===== config.mk =====
export PLATFORM = sky130hd
export DESIGN_NAME = actr_trim_regs
export DESIGN_NICKNAME = d
export VERILOG_FILES = /design/src/actr_pkg.sv /design/src/actr_trim_regs.sv /design/src/actr_delay_line.sv
export SDC_FILE = /design/constraint.sdc
export NUM_CORES = 1
export LEC_CHECK = 0
export BUFFER_PORTS_ARGS = -buffer_cell sky130_fd_sc_hd__buf_2
export CAP_MARGIN = 30
export CORE_MARGIN = 2
export CORE_UTILIZATION = 55
export DETAILED_ROUTE_END_ITERATION = 12
export PLACE_DENSITY = 0.77
export SLEW_MARGIN = 10
export SYNTH_ARGS = -nofsm -noshare
export SYNTH_HDL_FRONTEND = slang
export SYNTH_SLANG_ARGS = --single-unit

===== constraint.sdc =====
create_clock -name core_clk_in -period 3.54 [get_ports core_clk_in]
set_input_delay 0.354 -clock core_clk_in [delete_from_list [all_inputs] [get_ports core_clk_in]]
set_output_delay 0.354 -clock core_clk_in [all_outputs]
set_load 0.1 [all_outputs]

===== src/actr_pkg.sv =====
// Package with register map, reset values, field positions and code constants for channel trims
package actr_pkg;

    // ****************************************************************
    // Register byte addresses
    // ****************************************************************
    localparam logic [7:0] ADDR_CH5_VOLUME        = 8'h52;
    localparam logic [7:0] ADDR_CH5_GAIN_TRIM     = 8'h53;
    localparam logic [7:0] ADDR_CH5_PHASE_TRIM    = 8'h54;
    localparam logic [7:0] ADDR_CH6_INPUT_CONFIG  = 8'h55;

    // ****************************************************************
    // Reset values
    // ****************************************************************
    localparam logic [7:0] RST_CH5_VOLUME         = 8'hC9;
    localparam logic [7:0] RST_CH5_GAIN_TRIM      = 8'h80;
    localparam logic [7:0] RST_CH5_PHASE_TRIM     = 8'h00;
    localparam logic [7:0] RST_CH6_INPUT_CONFIG   = 8'h10;
    localparam logic [7:0] READ_UNMAPPED          = 8'h00;

    // ****************************************************************
    // Field positions
    // ****************************************************************
    localparam int GAIN_TRIM_MSB  = 7;
    localparam int GAIN_TRIM_LSB  = 4;
    localparam int SRC_SEL_MSB    = 6;
    localparam int SRC_SEL_LSB    = 5;
    localparam logic [3:0] GAIN_TRIM_LOW_NIBBLE = 4'h0;

    // ****************************************************************
    // Code points
    // ****************************************************************
    localparam logic [7:0] VOLUME_MUTE_CODE   = 8'h00;
    localparam logic [8:0] VOLUME_UNITY_CODE  = 9'h0C9;
    localparam logic [4:0] GAIN_TRIM_ZERO     = 5'h08;
    localparam logic [1:0] SRC_PULSE_DENSITY  = 2'h2;
    localparam logic [1:0] SRC_CLONE_CH1      = 2'h3;
    localparam int DELAY_DEPTH                = 256;

endpackage


===== src/actr_trim_regs.sv =====
// Channel 5 volume, gain and phase trim registers and channel 6 input configuration
`timescale 1ns/1ps

// Behaviour
// - Volume code zero raises ch5_mute_out; ch5_stream_out is not gated by it.
// - Code one is minus 100 dB, code two minus 99.5 dB.
// - Code 201 is unity gain, code 255 is plus 27 dB.
// - Volume register at 0x52, resets to 0xC9.
// - Gain trim bits 7-4: code zero minus 0.8 dB, 0.1 dB steps.
// - Gain trim field resets to eight, zero dB.
// - Gain trim low nibble is read-only zero; software writes only zero.
// - Gain trim register at 0x53, resets to 0x80.
// - Phase code delays channel by that many modulator ticks, up to 255.
// - Phase trim register at 0x54, resets to zero.
// - Channel 6 input config at 0x55, resets to 0x10.
// - Source code two selects pulse-density input, three clones channel one.
module actr_trim_regs (
    input  wire logic          core_clk_in,
    input  wire logic          reset_n_in,
    input  wire logic   [7:0]  reg_addr_in,
    input  wire logic          reg_write_in,
    input  wire logic   [7:0]  reg_wdata_in,
    output logic        [7:0]  reg_rdata_out,
    input  wire logic          mod_tick_in,
    input  wire logic          ch5_stream_in,
    output logic               ch5_stream_out,
    output logic        [7:0]  ch5_volume_code_out,
    output logic               ch5_mute_out,
    output logic signed [8:0]  ch5_volume_half_db_out,
    output logic        [3:0]  ch5_gain_trim_code_out,
    output logic signed [4:0]  ch5_gain_trim_tenth_db_out,
    output logic        [7:0]  ch5_phase_delay_code_out,
    output logic        [1:0]  ch6_input_source_sel_out,
    output logic               ch6_use_pulse_density_out,
    output logic               ch6_clone_ch1_out
);

    // ****************************************************************
    // Register storage and decode
    // ****************************************************************
    logic        [7:0] ch5_volume;
    logic        [3:0] ch5_gain_trim;
    logic        [7:0] ch5_phase_trim;
    logic        [7:0] ch6_input_config;

    logic              wr_volume;
    logic              wr_gain;
    logic              wr_phase;
    logic              wr_input;
    logic        [7:0] gain_reg_view;
    logic        [3:0] wdata_gain_field;
    logic        [7:0] next_rdata;
    logic        [1:0] src_sel;
    logic signed [8:0] next_half_db;
    logic signed [4:0] next_tenth_db;

    // Write strobes per register
    assign wr_volume = reg_write_in && (reg_addr_in == actr_pkg::ADDR_CH5_VOLUME);
    assign wr_gain   = reg_write_in && (reg_addr_in == actr_pkg::ADDR_CH5_GAIN_TRIM);
    assign wr_phase  = reg_write_in && (reg_addr_in == actr_pkg::ADDR_CH5_PHASE_TRIM);
    assign wr_input  = reg_write_in && (reg_addr_in == actr_pkg::ADDR_CH6_INPUT_CONFIG);

    assign gain_reg_view = {ch5_gain_trim, actr_pkg::GAIN_TRIM_LOW_NIBBLE};
    // Only the trim field of a write is kept; the low nibble has no storage
    assign wdata_gain_field = reg_wdata_in[actr_pkg::GAIN_TRIM_MSB:actr_pkg::GAIN_TRIM_LSB];

    // Read mux; unmapped addresses answer zero
    assign next_rdata =
        (reg_addr_in == actr_pkg::ADDR_CH5_VOLUME)       ? ch5_volume       :
        (reg_addr_in == actr_pkg::ADDR_CH5_GAIN_TRIM)    ? gain_reg_view    :
        (reg_addr_in == actr_pkg::ADDR_CH5_PHASE_TRIM)   ? ch5_phase_trim   :
        (reg_addr_in == actr_pkg::ADDR_CH6_INPUT_CONFIG) ? ch6_input_config :
        actr_pkg::READ_UNMAPPED;

    // ****************************************************************
    // Derived control codes
    // ****************************************************************
    // Half-dB offset from unity
    assign next_half_db  = $signed({1'b0, ch5_volume}) - $signed(actr_pkg::VOLUME_UNITY_CODE);
    // Tenth-dB trim offset from code eight
    assign next_tenth_db = $signed({1'b0, ch5_gain_trim}) - $signed(actr_pkg::GAIN_TRIM_ZERO);
    assign src_sel = ch6_input_config[actr_pkg::SRC_SEL_MSB:actr_pkg::SRC_SEL_LSB];

    // Register writes; reserved bits of the input config are kept as written
    always_ff @(posedge core_clk_in) begin
        if (!reset_n_in) begin
            ch5_volume       <= actr_pkg::RST_CH5_VOLUME;
            ch5_gain_trim    <= actr_pkg::RST_CH5_GAIN_TRIM[7:4];
            ch5_phase_trim   <= actr_pkg::RST_CH5_PHASE_TRIM;
            ch6_input_config <= actr_pkg::RST_CH6_INPUT_CONFIG;
        end else begin
            if (wr_volume) begin
                ch5_volume <= reg_wdata_in;
            end
            // Only the upper nibble is stored
            if (wr_gain) begin
                ch5_gain_trim <= wdata_gain_field;
            end
            if (wr_phase) begin
                ch5_phase_trim <= reg_wdata_in;
            end
            if (wr_input) begin
                ch6_input_config <= reg_wdata_in;
            end
        end
    end

    // Registered outputs; each lags its register by one cycle so all leave a flop
    always_ff @(posedge core_clk_in) begin
        if (!reset_n_in) begin
            reg_rdata_out              <= actr_pkg::READ_UNMAPPED;
            ch5_volume_code_out        <= actr_pkg::RST_CH5_VOLUME;
            ch5_mute_out               <= 1'b0;
            ch5_volume_half_db_out     <= 9'sh000;
            ch5_gain_trim_code_out     <= actr_pkg::RST_CH5_GAIN_TRIM[7:4];
            ch5_gain_trim_tenth_db_out <= 5'sh00;
            ch5_phase_delay_code_out   <= actr_pkg::RST_CH5_PHASE_TRIM;
            ch6_input_source_sel_out   <= 2'h0;
            ch6_use_pulse_density_out  <= 1'b0;
            ch6_clone_ch1_out          <= 1'b0;
        end else begin
            reg_rdata_out              <= next_rdata;
            ch5_volume_code_out        <= ch5_volume;
            ch5_mute_out               <= (ch5_volume == actr_pkg::VOLUME_MUTE_CODE);
            ch5_volume_half_db_out     <= next_half_db;
            ch5_gain_trim_code_out     <= ch5_gain_trim;
            ch5_gain_trim_tenth_db_out <= next_tenth_db;
            ch5_phase_delay_code_out   <= ch5_phase_trim;
            ch6_input_source_sel_out   <= src_sel;
            // Source decode; reserved codes select neither
            ch6_use_pulse_density_out  <= (src_sel == actr_pkg::SRC_PULSE_DENSITY);
            ch6_clone_ch1_out          <= (src_sel == actr_pkg::SRC_CLONE_CH1);
        end
    end

    // ****************************************************************
    // Phase trim delay line
    // ****************************************************************
    // Stream delayed by the phase code
    actr_delay_line u_delay (
        .core_clk_in   (core_clk_in),
        .reset_n_in    (reset_n_in),
        .mod_tick_in   (mod_tick_in),
        .stream_in     (ch5_stream_in),
        .delay_code_in (ch5_phase_trim),
        .stream_out    (ch5_stream_out)
    );

    // ****************************************************************
    // Checks
    // ****************************************************************
    // Mute on zero
    chk_mute_on_zero : assert property (
        @(posedge core_clk_in) disable iff (!reset_n_in)
        (ch5_volume == 8'h00) |=> ch5_mute_out)
        else $error("Volume code zero did not mute");
    chk_unmute_nonzero : assert property (
        @(posedge core_clk_in) disable iff (!reset_n_in)
        (ch5_volume != 8'h00) |=> !ch5_mute_out)
        else $error("Non-zero volume code muted the channel");
    chk_half_db_bottom : assert property (
        @(posedge core_clk_in) disable iff (!reset_n_in)
        (ch5_volume == 8'h01) |=> (ch5_volume_half_db_out == -9'sd200))
        else $error("Volume code one is not minus 100 dB");
    chk_half_db_second : assert property (
        @(posedge core_clk_in) disable iff (!reset_n_in)
        (ch5_volume == 8'h02) |=> (ch5_volume_half_db_out == -9'sd199))
        else $error("Volume code two is not minus 99.5 dB");
    chk_half_db_unity : assert property (
        @(posedge core_clk_in) disable iff (!reset_n_in)
        (ch5_volume == 8'hC9) |=> (ch5_volume_half_db_out == 9'sd0))
        else $error("Volume code 201 is not unity gain");
    chk_half_db_top : assert property (
        @(posedge core_clk_in) disable iff (!reset_n_in)
        (ch5_volume == 8'hFF) |=> (ch5_volume_half_db_out == 9'sd54))
        else $error("Volume code 255 is not plus 27 dB");
    chk_half_db_step : assert property (
        @(posedge core_clk_in) disable iff (!reset_n_in)
        wr_volume ##1 1'b1 |=> (ch5_volume_half_db_out
            == $signed({1'b0, $past(reg_wdata_in, 2)}) - 9'sd201))
        else $error("Volume gain not half-dB per code from 201");
    chk_volume_reset : assert property (
        @(posedge core_clk_in)
        !reset_n_in |=> (ch5_volume == 8'hC9 && ch5_phase_trim == 8'h00))
        else $error("Volume or phase register reset wrong");
    chk_trim_tenths : assert property (
        @(posedge core_clk_in) disable iff (!reset_n_in)
        1'b1 |=> (ch5_gain_trim_tenth_db_out
            == $signed({1'b0, $past(ch5_gain_trim)}) - 5'sd8))
        else $error("Gain trim step wrong");
    chk_gain_reset : assert property (
        @(posedge core_clk_in)
        !reset_n_in |=> (gain_reg_view == 8'h80))
        else $error("Gain trim register reset wrong");
    chk_low_nibble : assert property (
        @(posedge core_clk_in) disable iff (!reset_n_in)
        (reg_addr_in == 8'h53) |=> (reg_rdata_out[3:0] == 4'h0))
        else $error("Gain trim low nibble read non-zero");
    chk_gain_readback : assert property (
        @(posedge core_clk_in) disable iff (!reset_n_in)
        wr_gain ##1 (reg_addr_in == 8'h53 && !reg_write_in)
            |=> (reg_rdata_out[7:4] == $past(reg_wdata_in, 2) >> 4))
        else $error("Gain trim readback mismatch");
    chk_phase_copy : assert property (
        @(posedge core_clk_in) disable iff (!reset_n_in)
        1'b1 |=> (ch5_phase_delay_code_out == $past(ch5_phase_trim)))
        else $error("Phase delay code output does not follow its register");
    chk_phase_reset : assert property (
        @(posedge core_clk_in)
        !reset_n_in |=> (ch5_phase_trim == 8'h00 && ch5_phase_delay_code_out == 8'h00))
        else $error("Phase trim reset wrong");
    chk_input_reset : assert property (
        @(posedge core_clk_in)
        !reset_n_in |=> (ch6_input_config == 8'h10))
        else $error("Channel 6 input config reset wrong");
    chk_source_decode : assert property (
        @(posedge core_clk_in) disable iff (!reset_n_in)
        (src_sel == 2'h2) |=> (ch6_use_pulse_density_out && !ch6_clone_ch1_out))
        else $error("Source code two not decoded as pulse-density");
    chk_clone_decode : assert property (
        @(posedge core_clk_in) disable iff (!reset_n_in)
        (src_sel == 2'h3) |=> (ch6_clone_ch1_out && !ch6_use_pulse_density_out))
        else $error("Source code three not decoded as channel one clone");
    chk_reserved_source : assert property (
        @(posedge core_clk_in) disable iff (!reset_n_in)
        !src_sel[1] |=> (!ch6_use_pulse_density_out && !ch6_clone_ch1_out))
        else $error("Reserved source code selected an input");

endmodule


===== src/actr_delay_line.sv =====
// Modulator-clock delay line of 0 to 255 ticks for one pulse-density stream
`timescale 1ns/1ps

module actr_delay_line (
    input  wire logic       core_clk_in,
    input  wire logic       reset_n_in,
    input  wire logic       mod_tick_in,
    input  wire logic       stream_in,
    input  wire logic [7:0] delay_code_in,
    output logic            stream_out
);

    // ****************************************************************
    // Storage and pointer
    // ****************************************************************
    logic [actr_pkg::DELAY_DEPTH-1:0] history;
    logic [7:0]                       write_ptr;
    logic [7:0]                       read_ptr;
    logic                             next_stream;

    // Read slot lies delay_code ticks behind the slot about to be written
    assign read_ptr    = write_ptr - delay_code_in;
    assign next_stream = (delay_code_in == 8'h00) ? stream_in : history[read_ptr];

    // History is not reset; only entries already written are ever reached after a full lap
    always_ff @(posedge core_clk_in) begin
        if (mod_tick_in) begin
            history[write_ptr] <= stream_in;
        end
    end

    // Pointer and output advance only on a modulator tick
    always_ff @(posedge core_clk_in) begin
        if (!reset_n_in) begin
            write_ptr  <= 8'h00;
            stream_out <= 1'b0;
        end else if (mod_tick_in) begin
            write_ptr  <= write_ptr + 8'h01;
            stream_out <= next_stream;
        end
    end

    chk_zero_delay_bypass : assert property (
        @(posedge core_clk_in) disable iff (!reset_n_in)
        (mod_tick_in && delay_code_in == 8'h00) |=> (stream_out == $past(stream_in)))
        else $error("Zero phase code did not pass the stream straight through");

    chk_stream_hold : assert property (
        @(posedge core_clk_in) disable iff (!reset_n_in)
        !mod_tick_in |=> $stable(stream_out))
        else $error("Delayed stream changed without a modulator tick");

endmodule


Word level (Yosys, flattened, before mapping). Cells that the tools add are included.

Bits of input ports: 21. Word-level logic and storage cells: 47. Register bits: 340. Output and inout port bits: 48.

Order comparisons: 3. Add/subtract/negate cells: 4. Reduce and logical (&&, ||, !) cells: 7. Muxes and demuxes: 10. Equal/unequal tests: 6.

Operators by type and width (count): $bwmux W256 (1); $eq A8 B7 Y1 const B (4); $mux W8 (4); $lt A8 B9 Y1 const B (2); $logic_not A8 Y1 (2); $sub A8 B8 Y9 const B (1); $add A8 B1 Y8 const B (1); $bmux W1 S8 (1); $demux W1 S8 (1); $ge A8 B1 Y1 const B (1); $sub A8 B8 Y8 (1); $logic_and A1 B1 Y1 (5); $sub A4 B4 Y5 const B (1); $eq A2 B2 Y1 const B (2); $mux W1 (3).

Logic depth before layout (Yosys ltp). Gate-level depths: netlist of the first run.

Word-level depth: 5. Mapped depth: 13. Depth with buffers taken out: 12.

Cells and area by module. Synthesis of the first run repeated with hierarchy kept, for this count alone.

Cells, all modules: 1130. Area, all modules: 14579.0 sq um.

Modules (own cells, without submodules): actr_delay_line (seq. area each 7867.5 sq um, area each 12061.6 sq um, cells each 874, times used 1); actr_trim_regs (seq. area each 1421.4 sq um, area each 2517.4 sq um, cells each 256, times used 1).

Worst setup path before layout of the first run. OpenSTA, ideal clock, no wires.

Path kind: reg2reg. Start point: reg u_delay.write_ptr[0]. End point: reg u_delay.stream_out. Required time: 3.419 ns. Data arrival time: 3.231 ns. Clock period less this slack: 3.353 ns. Setup time: 0.121 ns. Stages on the path, launching flop included: 13. Path buffers: 1. Slack: 0.187 ns. Cell sequence: dfxtp_1 > inv_1 > ha_1 > fa_1 > xnor2_2 > buf_6 > mux4_1 > mux2i_1 > mux2i_1 > mux4_2 > nand3_1 > o211a_1 > o21ai_1.

Cells in the longest elaborated chain, start to end: 4.

RTL lines: start, declared (RTL line actr_delay_line.sv:17) `logic [7:0] write_ptr;`; start signal, assigned (RTL line actr_delay_line.sv:38) `write_ptr <= write_ptr + 8'h01;`; $sub A8 B8 Y8 (RTL line actr_delay_line.sv:22) `assign read_ptr = write_ptr - delay_code_in;`; $bmux W1 S8 (RTL line actr_delay_line.sv:23) `assign next_stream = (delay_code_in == 8'h00) ? stream_in : history[read_ptr];`; $mux W1 (implied by the code) (RTL line actr_delay_line.sv:23); $mux W1 (RTL line actr_delay_line.sv:23); end signal, assigned (RTL line actr_delay_line.sv:39) `stream_out <= next_stream;`; end, declared (RTL line actr_delay_line.sv:10) `output logic stream_out`.

No other way between the ends. The select of a mux whose other input is x is not followed. A chain may end at the register's enable or synchronous reset.

Worst setup path in the final report of the first run. Ends and elaborated chain as after synthesis.

==> impl_metrics.json, run 1 <==
{
  "die_y_um": 165.9,
  "grt_setup_unrepaired": "no",
  "ys_types": 53,
  "dr.pass1.iters": 7,
  "antenna_found_initial": 0,
  "power.density_nw_per_um2": 504.5,
  "skew_ps": 20.70,
  "dpl.cell_count": 1439,
  "max_freq_mhz": 303.0,
  "cts_tree": "done",
  "pin_count": 69,
  "peakVddDrop_uv": 426.6,
  "syn-cell-area_um2": 14420,
  "maxCapViolations": 0,
  "ys_seq_area_frac": 0.6443,
  "root_buffer": "clkbuf_16",
  "die_w_um": 165.9,
  "vias_per_cell": 6.049,
  "synth_top_family_by_area": "multiplexers",
  "tns_ps": 0,
  "crit_arrival_ps": 3710,
  "port_buffers": 68,
  "setup_slack_ps": 239.2,
  "slew_viol_final": 0,
  "drc": 0,
  "drive_above_1_share": 0.1771,
  "period_needed_ps": 3301,
  "core-area_um2": 25910,
  "setup_viol_count_final": 0,
  "p_total_mw": 8.189,
  "synthSimpleGateAreaFrac": 0.1344,
  "post_cts_buffers": 0,
  "grt_first_pass_wirelength_mm": 50.07,
  "routed_wl_mm": 32.15,
  "rrSetupSlack_ps": 240,
  "ys_seq_elements": 336,
  "syn_area_per_cell_um2": 13.25,
  "grt_usage": 0.2355,
  "worst_slew_pin_slew_ps": 1061,
  "synth_ff_type": "edfxtp_1",
  "critical_path_class": "reg2reg",
  "insertion_delay_ps": 540,
  "min_path_type": "in2reg",
  "path_buf_inv": 2,
  "holdBufCountCts": 0,
  "clockBufferDepth": 3,
  "clk_pin_slew_ps": 60,
  "grt_max_degree": 117,
  "start_util": 0.5564,
  "final_nets": 1178,
  "gp_congestion": 0.8242,
  "cts_max_level": 2,
  "synth_nets": 1123,
  "wire_per_inst_um": 21.38,
  "status": "completed",
  "path_delay_family": "multiplexers",
  "hold_viol": 0,
  "cts.sinks": 336,
  "fin_area_um2": 16230,
  "cpMostUsedCell": "mux2i_1",
  "ant_nets": 0,
  "num_vias": 9097,
  "yosys_warnings": 0,
  "die_area_um2": 27520,
  "num_rows": 59,
  "cts_buffers": 35,
  "synth_compound_area_frac": 0.01953,
  "grt_overflow": 0,
  "crit_path_cell_trace": "inv_1, ha_1, fa_2, xnor2_4, buf_6, mux4_1, mux2i_1, mux2i_1, mux4_2, nand3_1, o211a_1, o21ai_1",
  "max-slew-margin-rel": 0.2911,
  "synth_xor_area_frac": 0.01206,
  "cp-start-kind": "flip-flop",
  "max_stage_delay_ps": 580,
  "hpwl_mm": 19.16,
  "crit_fanout": 19,
  "antenna_cells": 0,
  "utilization": 0.6264,
  "synth_adder_area_share": 0.01267,
  "synth_edf_count": 256,
  "syn_inst": 1088,
  "syn2layout_area_growth_pct": 12.59,
  "endpoint_kind": "flip-flop",
  "placed_cell_area_um2": 15130,
  "grt_pass1_vias": 8780,
  "fin_crit_sh": 0.9324,
  "drt_iter0_drc": 1234,
  "pre_cts_slack_ps": 163.4,
  "crit_required_ps": 3950,
  "whs_ps": 109.6,
  "p_leak_nw": 5.491,
  "async_reset_ff_frac": 0,
  "cts.repair.resized": 0,
  "slowest_stage": "mux4_1",
  "synth_mux_area_frac": 0.1502,
  "stdcell_count": 1504
}
[where the power goes]
part	switching [mW]	internal, mW	total [mW]
sequential	0.00487	4.24	4.25
combinational	0.292	0.208	0.500
clock	1.49	1.95	3.44
total	1.79	6.40	8.19
[logic make-up after synthesis]
kind of cell,count (synthesis)
simple gates,462
flops,336
mux,126
buf+inv,91
compound gates,40
xor+xnor,19
fa+ha+maj,14
[worst register-to-register path, cell delays in order (launching register included)]
cell,delay (ps)
dfxtp_1,320
inv_1,90
ha_1,200
fa_2,390
xnor2_4,230
buf_6,280
mux4_1,590
mux2i_1,180
mux2i_1,100
mux4_2,480
nand3_1,110
o211a_1,150
o21ai_1,70
[flip-flops by register name (all words and copies together), names as in the netlist]
register / count
ch5_gain_trim: 4
ch5_gain_trim_code_out: 4
ch5_gain_trim_tenth_db_out: 1
ch5_mute_out: 1
ch5_phase_delay_code_out: 8
ch5_phase_trim: 8
ch5_volume: 8
ch5_volume_code_out: 8
ch5_volume_half_db_out: 9
ch6_clone_ch1_out: 1
ch6_input_config: 8
ch6_input_source_sel_out: 2
ch6_use_pulse_density_out: 1
reg_rdata_out: 8
u_delay.history: 256
u_delay.stream_out: 1
u_delay.write_ptr: 8
[cell usage in the layout, fill, tap and decap left out, drive strengths merged, types with 20 or more instances in the layout]
master  instances
and2           26
buf            91
clkbuf         49
dfxtp          80
edfxtp        256
mux2i          54
mux4           70
nand2          49
nand3          20
nor2          322
[Yosys cell counts, drive strengths merged (2+ instances only)]
library cell,n,share of area
and2,26,0.011
nor4,3,0.0013
and3,3,0.0013
a21oi,7,0.0024
nor2,322,0.084
o22a,4,0.0024
ha,13,0.011
mux2,2,0.0016
o22ai,2,0.00087
buf,18,0.0078
nand2b,11,0.0048
inv,17,0.0044
o211ai,3,0.0016
nand2,49,0.013
mux2i,54,0.037
dfxtp,80,0.11
mux4,70,0.11
o21ai,7,0.0024
a31oi,2,0.00087
nand4,3,0.0013
nand3b,3,0.0016
a22oi,2,0.0010
clkbuf,55,0.014
nor2b,5,0.0022
o41ai,2,0.0012
edfxtp,256,0.53
or2,3,0.0013
xnor2,10,0.0066
a221oi,3,0.0018
nand3,20,0.0069
xor2,9,0.0055
nor3,10,0.0035
[final timing paths]
| path | start | end | cells past startpoint |
|---|---|---|---|
| max | u_delay.write_ptr[0] | u_delay.stream_out | 12 |
| min | reg_wdata_in[1] | ch6_input_config[1] | 3 |
| max reg2reg | u_delay.write_ptr[0] | u_delay.stream_out | 12 |
| min reg2reg | ch6_input_config[4] | ch6_input_config[4] | 2 |
[cell type report]
type / count / area (µm²)
Multi-Input combinational cell: 661 / 4765
Timing Repair Buffer: 91 / 620.6
Tap cell: 335 / 419.2
Sequential cell: 336 / 9289
Inverter: 18 / 67.56
Fill cell: 1887 / 9679
Clock inverter: 14 / 131.4
Clock buffer: 49 / 939.7
[routing by layer]
metal	up-vias	wire length (µm)	part of all wire	global-route usage
met5	-	0	0	0
met4	0	869	0.027	0.08015
met3	72	3340	0.10	0.04266
met2	516	15290	0.48	0.3713
met1	4497	12650	0.39	0.3357
li1	4012	-	-	-
(Power assumes the default switching activity.)
==> run 2, diff against run 1 <==
--- a/config.mk
+++ b/config.mk
@@ -5,13 +5,16 @@
 export SDC_FILE = /design/constraint.sdc
 export NUM_CORES = 1
 export LEC_CHECK = 0
+export ABC_AREA = 1
 export BUFFER_PORTS_ARGS = -buffer_cell sky130_fd_sc_hd__buf_2
 export CAP_MARGIN = 30
 export CORE_MARGIN = 2
-export CORE_UTILIZATION = 55
+export CORE_UTILIZATION = 58
+export CTS_BUF_LIST = sky130_fd_sc_hd__clkbuf_8
 export DETAILED_ROUTE_END_ITERATION = 12
-export PLACE_DENSITY = 0.77
+export PLACE_DENSITY = 0.81
 export SLEW_MARGIN = 10
 export SYNTH_ARGS = -nofsm -noshare
 export SYNTH_HDL_FRONTEND = slang
+export SYNTH_HIERARCHICAL = 1
 export SYNTH_SLANG_ARGS = --single-unit
==> run 2 against run 1 <==
Clock power is 14% lower. Clock skew increased by 15 ps. Synthesized cell count grew 70%. Wire length rose by 21%. Global-route usage grew 4.0 points. Register-to-register slack improved by 290 ps. Die area increased by 3.8%. Setup slack better by 290 ps. Largest cell class unchanged.
==> impl_metrics.json, run 2 <==
{
  "whs_ps": 64.17,
  "min_path_cells": 3,
  "ys_seq_elements": 336,
  "holdPathEnd": "ch5_volume[0]",
  "final_cell_mix": "nand2_1 (521), nor2_1 (390), edfxtp_1 (256)",
  "synth_top_area_frac": 0.4866,
  "regMostFlops": "u_delay/history",
  "endpoint_kind": "flip-flop",
  "ant_nets": 0,
  "layout_commonest_cell": "nand2_1",
  "synth_nets": 1882,
  "wire_per_inst_um": 17.04,
  "post_cts_buffers": 0,
  "status": "completed",
  "insertion_delay_ps": 590,
  "max_freq_mhz": 332.5,
  "grt_pass1_vias": 11953,
  "stdcell_count": 2275,
  "start_util": 0.5878,
  "syn_inst": 1846,
  "synth_area_leaders": "edfxtp_1 (49%), nand2_1 (12%), dfxtp_1 (10%)",
  "setup_slack_ps": 532.7,
  "core-area_um2": 26880,
  "grt_setup_unrepaired": "no",
  "grt_overflow": 0,
  "hp-start": "reg_wdata_in[0]",
  "syn2layout_area_growth_pct": 9.044,
  "fin_area_um2": 17230,
  "routed_wl_mm": 38.77,
  "busiest_layer": "met2",
  "root_buffer": "clkbuf_8",
  "synth_commonest_cells": "nand2_1 (521), nor2_1 (390), edfxtp_1 (256)",
  "rr_worst_depth": 18,
  "drive_above_1_share": 0.09566,
  "grt_max_degree": 130,
  "tns_ps": 0,
  "peakVddDrop_uv": 313.5,
  "cts_tree": "done",
  "syn-cell-area_um2": 15800,
  "placed_cell_area_um2": 16290,
  "hold_viol": 0,
  "largest_reg_flops": 256,
  "grt_first_pass_wirelength_mm": 61.79,
  "setup_viol_count_final": 0,
  "async_reset_ff_frac": 0,
  "die_w_um": 169.0,
  "grtUsageMet1": 0.3717,
  "dr.pass1.iters": 6,
  "rrSetupSlack_ps": 530,
  "reg.largest.list": "u_delay/history x256, ch5_volume_half_db_out x9",
  "drt_iter0_drc": 1422,
  "crit_arrival_ps": 3540,
  "num_rows": 60,
  "cts.sinks": 336,
  "dpl.cell_count": 2183,
  "critical_path_class": "reg2reg",
  "ys_types": 41,
  "p_leak_nw": 7.192,
  "yosysTopAreaCell": "edfxtp_1",
  "min_path_type": "in2reg",
  "antenna_cells": 0,
  "crit_fanout": 31,
  "vias_per_cell": 5.512,
  "yosysMostFrequentCell": "nand2_1",
  "cp-start-kind": "flip-flop",
  "slew_viol_final": 0,
  "synth_ff_type": "edfxtp_1",
  "synth_edf_count": 256,
  "cts.repair.resized": 0,
  "die_area_um2": 28580,
  "num_vias": 12539,
  "r2r-end": "u_delay/stream_out",
  "ys_seq_area_frac": 0.5879,
  "grt_usage": 0.2755,
  "pin_count": 69,
  "antenna_found_initial": 0,
  "grt_use_met2": 0.4451,
  "yosys_warnings": 6,
  "cts_max_level": 2,
  "utilization": 0.6410,
  "hpwl_mm": 24.16,
  "cts_buffers": 51,
  "r2r_start": "u_delay/write_ptr[0]",
  "crit_required_ps": 4070,
  "drc": 0,
  "clockBufferDepth": 3,
  "grt_use_met3": 0.05728,
  "pre_cts_slack_ps": 548.0,
  "skew_ps": 36.06,
  "power.density_nw_per_um2": 455.7,
  "holdBufCountCts": 0,
  "die_y_um": 169.0,
  "period_needed_ps": 3007,
  "maxCapViolations": 0,
  "worst_slew_pin_slew_ps": 906.8,
  "clk_pin_slew_ps": 60,
  "port_buffers": 68,
  "final_nets": 1931,
  "max-slew-margin-rel": 0.3940,
  "p_total_mw": 7.850,
  "fin_crit_sh": 0.8495,
  "syn_area_per_cell_um2": 8.558,
  "gp_congestion": 0.9299
}
run 2: cell count changes in the layout (fill, tap and decap cells not counted), sizes merged, moves of 10 or more:
| cell | delta |
|---|---|
| nand2 | +478 |
| inv | +202 |
| nand3 | +137 |
| nor2 | +78 |
| mux4 | -70 |
| o21ai | +57 |
| mux2i | -54 |
| and2 | -26 |
| a21oi | +22 |
| nand2b | -11 |
| clkinv | +10 |
run 2: worst max path at each step:
stage,start,end,slack (ps),cells past startpoint
6_report,u_delay/write_ptr[0],u_delay/stream_out,530,18
5_1_grt,u_delay/write_ptr[0],u_delay/stream_out,320,16
4_1_cts,u_delay/write_ptr[0],u_delay/stream_out,560,18
3_5_place_dp,u_delay/write_ptr[0],u_delay/stream_out,550,18
3_3_place_gp,u_delay/write_ptr[0],u_delay/stream_out,620,18
2_1_floorplan,u_delay/write_ptr[0],u_delay/stream_out,1120,17
run 2: kinds of logic after synthesis:
family / count (synthesis) / synth area share
xor gates and xnor gates: 6 / 0.003802
and+or+nand+nor: 1095 / 0.2831
adders and majority gates: 15 / 0.01235
AOI/OAI and AO/OA: 99 / 0.03287
DFF: 336 / 0.5879
buffers and inverters: 295 / 0.07991
run 2: cell type report:
| type | count | area [µm²] |
|---|---|---|
| tap | 341 | 426.7 |
| clock buffer | 58 | 798.3 |
| multi-input combinational | 1215 | 5263 |
| inverter | 209 | 793.3 |
| timing repair buffer | 82 | 514.2 |
| fill | 2217 | 9648 |
| sequential | 336 | 9289 |
| clock inverter | 34 | 143.9 |
run 2: worst max-delay path, stage by stage, from the launching register on:
cell and delay [ps]:
dfxtp_1 380, inv_1 130, ha_1 230, fa_2 570, inv_2 220, buf_12 250, nor2_1 130, o21ai_0 110
nand2_1 80, nand2_1 50, nand3_1 80, nand3_1 100, nand3_1 100, nand3_1 130, nand2_1 100, nand2_1 50
nand3_1 80, nand2_1 60, a21oi_2 110
run 2: power breakdown:
group          switching [mW]  internal [mW]
Combinational           0.463          0.177
Sequential            0.00570           4.24
Clock                    1.47           1.49
run 2: routing by layer:
layer	vias to the layer above	part of all wire
met2	688	0.47
met5	-	0
met1	5793	0.39
met3	112	0.11
met4	0	0.033
li1	5946	-
==> run 3, diff against run 2 <==
--- a/config.mk
+++ b/config.mk
@@ -9,10 +9,10 @@
 export BUFFER_PORTS_ARGS = -buffer_cell sky130_fd_sc_hd__buf_2
 export CAP_MARGIN = 30
 export CORE_MARGIN = 2
-export CORE_UTILIZATION = 58
+export CORE_UTILIZATION = 64
 export CTS_BUF_LIST = sky130_fd_sc_hd__clkbuf_8
 export DETAILED_ROUTE_END_ITERATION = 12
-export PLACE_DENSITY = 0.81
+export PLACE_DENSITY = 0.84
 export SLEW_MARGIN = 10
 export SYNTH_ARGS = -nofsm -noshare
 export SYNTH_HDL_FRONTEND = slang
==> constraint.sdc (replaced) <==
create_clock -name core_clk_in -period 3.1 [get_ports core_clk_in]
set_input_delay 0.31 -clock core_clk_in [delete_from_list [all_inputs] [get_ports core_clk_in]]
set_output_delay 0.31 -clock core_clk_in [all_outputs]
set_load 0.1 [all_outputs]
==> run 3 against run 2 <==
Wire length is 4.0% higher. Cell count unchanged. Critical path depth shrank 2. Flip-flop and latch count is the same. Largest cell class unchanged. Largest power group unchanged.
==> impl_metrics.json, run 3 (synthesis results as in run 2) <==
{
  "grt_overflow": 0,
  "period_needed_ps": 2818,
  "wire_per_inst_um": 17.72,
  "grt_first_pass_wirelength_mm": 63.97,
  "drc": 0,
  "hold_viol": 0,
  "tns_ps": 0,
  "cts_tree": "done",
  "min_path_type": "in2reg",
  "die_area_um2": 25960,
  "utilization": 0.7200,
  "fillers": 1796,
  "die_y_um": 161.1,
  "grt_setup_unrepaired": "no",
  "cts_buffers": 51,
  "antenna_found_initial": 0,
  "final_cell_mix": "nand2_1 (521), nor2_1 (390), edfxtp_1 (256)",
  "seq_power_share": 0.520,
  "root_buffer": "clkbuf_8",
  "layout_commonest_cell": "nand2_1",
  "crit_required_ps": 3590,
  "pin_count": 69,
  "max_freq_mhz": 354.8,
  "drive_above_1_share": 0.1056,
  "cp-start-kind": "flip-flop",
  "hpwl_mm": 25.05,
  "largest_reg_flops": 256,
  "num_rows": 57,
  "internal_power_mw": 7.089,
  "antenna_cells": 0,
  "dr.pass1.iters": 6,
  "num_vias": 12981,
  "skew_ps": 16.38,
  "reg.largest.list": "u_delay/history x256, ch5_volume_half_db_out x9",
  "syn2layout_area_growth_pct": 10.51,
  "regMostFlops": "u_delay/history",
  "clk_pin_slew_ps": 70,
  "fin_crit_sh": 0.9091,
  "gp_congestion": 0.9481,
  "drt_iter0_drc": 1746,
  "routed_wl_mm": 40.30,
  "grt_max_degree": 99,
  "vias_per_cell": 5.706,
  "final_nets": 1945,
  "p_sw_frac": 0.2390,
  "ant_nets": 0,
  "critical_path_class": "reg2reg",
  "max-slew-margin-rel": 0.4427,
  "worst_slew_pin_slew_ps": 833.9,
  "p_leak_nw": 7.340,
  "start_util": 0.6515,
  "combinationalPowerShare": 0.083,
  "insertion_delay_ps": 560,
  "setup_viol_count_final": 0,
  "grt_usage": 0.3127,
  "clockPowerShare": 0.397,
  "cts_max_level": 2,
  "port_buffers": 68,
  "post_cts_buffers": 0,
  "switching_power_mw": 2.226,
  "maxCapViolations": 0,
  "slew_viol_final": 0,
  "crit_fanout": 53,
  "core-area_um2": 24250,
  "peakVddDrop_uv": 485.0,
  "grt_pass1_vias": 12444,
  "die_w_um": 161.1,
  "clockBufferDepth": 3,
  "crit_arrival_ps": 3310,
  "endpoint_kind": "flip-flop",
  "power.density_nw_per_um2": 533.5,
  "status": "completed",
  "cts.sinks": 336
}
==> run 3: routing by layer <==
| layer | track usage | part of all wire |
|---|---|---|
| met5 | 0 | 0 |
| met4 | 0.1193 | 0.037 |
| met3 | 0.06446 | 0.12 |
| met2 | 0.5107 | 0.47 |
| met1 | 0.4168 | 0.37 |
==> run 3: worst max-delay path, cell delays in order (launching register included) <==
cell and delay, ps:
dfxtp_1 380, inv_1 70, ha_1 200, fa_2 610, buf_12 300, nand3_1 170, nand2_1 100, nand2_1 70
nand3_1 120, nand3_1 90, nand3_1 90, nand3_1 130, nand2_1 100, nand2_1 50, nand3_1 80, nand2_1 60
a21oi_2 110
==> run 3: worst paths after layout <==
kind / startpoint / endpoint / slack (ps) / cells past startpoint
max: u_delay/write_ptr[0] / u_delay/stream_out / 280 / 16
min: reg_wdata_in[2] / ch5_phase_trim[2] / 30 / 3
max reg2reg: u_delay/write_ptr[0] / u_delay/stream_out / 280 / 16
min reg2reg: ch5_gain_trim[2] / ch5_gain_trim_code_out[2] / 420 / 2
==> run 3: final cells by class <==
type | count | area (µm²) | share of cell area
Multi-Input combinational cell | 1215 | 5263 | 0.3014
Timing Repair Buffer | 96 | 646.9 | 0.03705
Clock buffer | 64 | 880.8 | 0.05045
Inverter | 209 | 795.8 | 0.04558
Clock inverter | 31 | 178.9 | 0.01025
Sequential cell | 336 | 9289 | 0.5320
Tap cell | 324 | 405.4 | 0.02322
==> run 3: repair_timing <==
item	4_1_cts	5_1_grt
resized for setup	0	2
setup endpoints to repair	0	1
hold buffers	1	0
hold endpoints to repair	1	0
==> run 3: power by group through the flow <==
stage / Sequential, mW / Clock, mW / Combinational (mW)
floorplan: 4.96 / 0 / 0.483
global placement: 4.94 / 0 / 0.731
detailed placement: 4.94 / 0 / 0.745
CTS: 4.85 / 3.73 / 0.751
global route: 4.85 / 3.92 / 0.839
finish: 4.85 / 3.70 / 0.770
==> run 3: metrics by stage <==
stage               setup slack, ps  power (mW)  instance area, µm²  cells  hold slack (ps)
floorplan                     681.4       5.439               15800   1846            407.1
global placement              353.1       5.674               16390   2179            418.3
detailed placement            245.8       5.688               16390   2179            422.3
CTS                           249.2       9.324               17460   2275            8.586
global route                  60.35       9.603               17460   2275            24.44
finish                        281.8       9.315               17460   2275            30.17
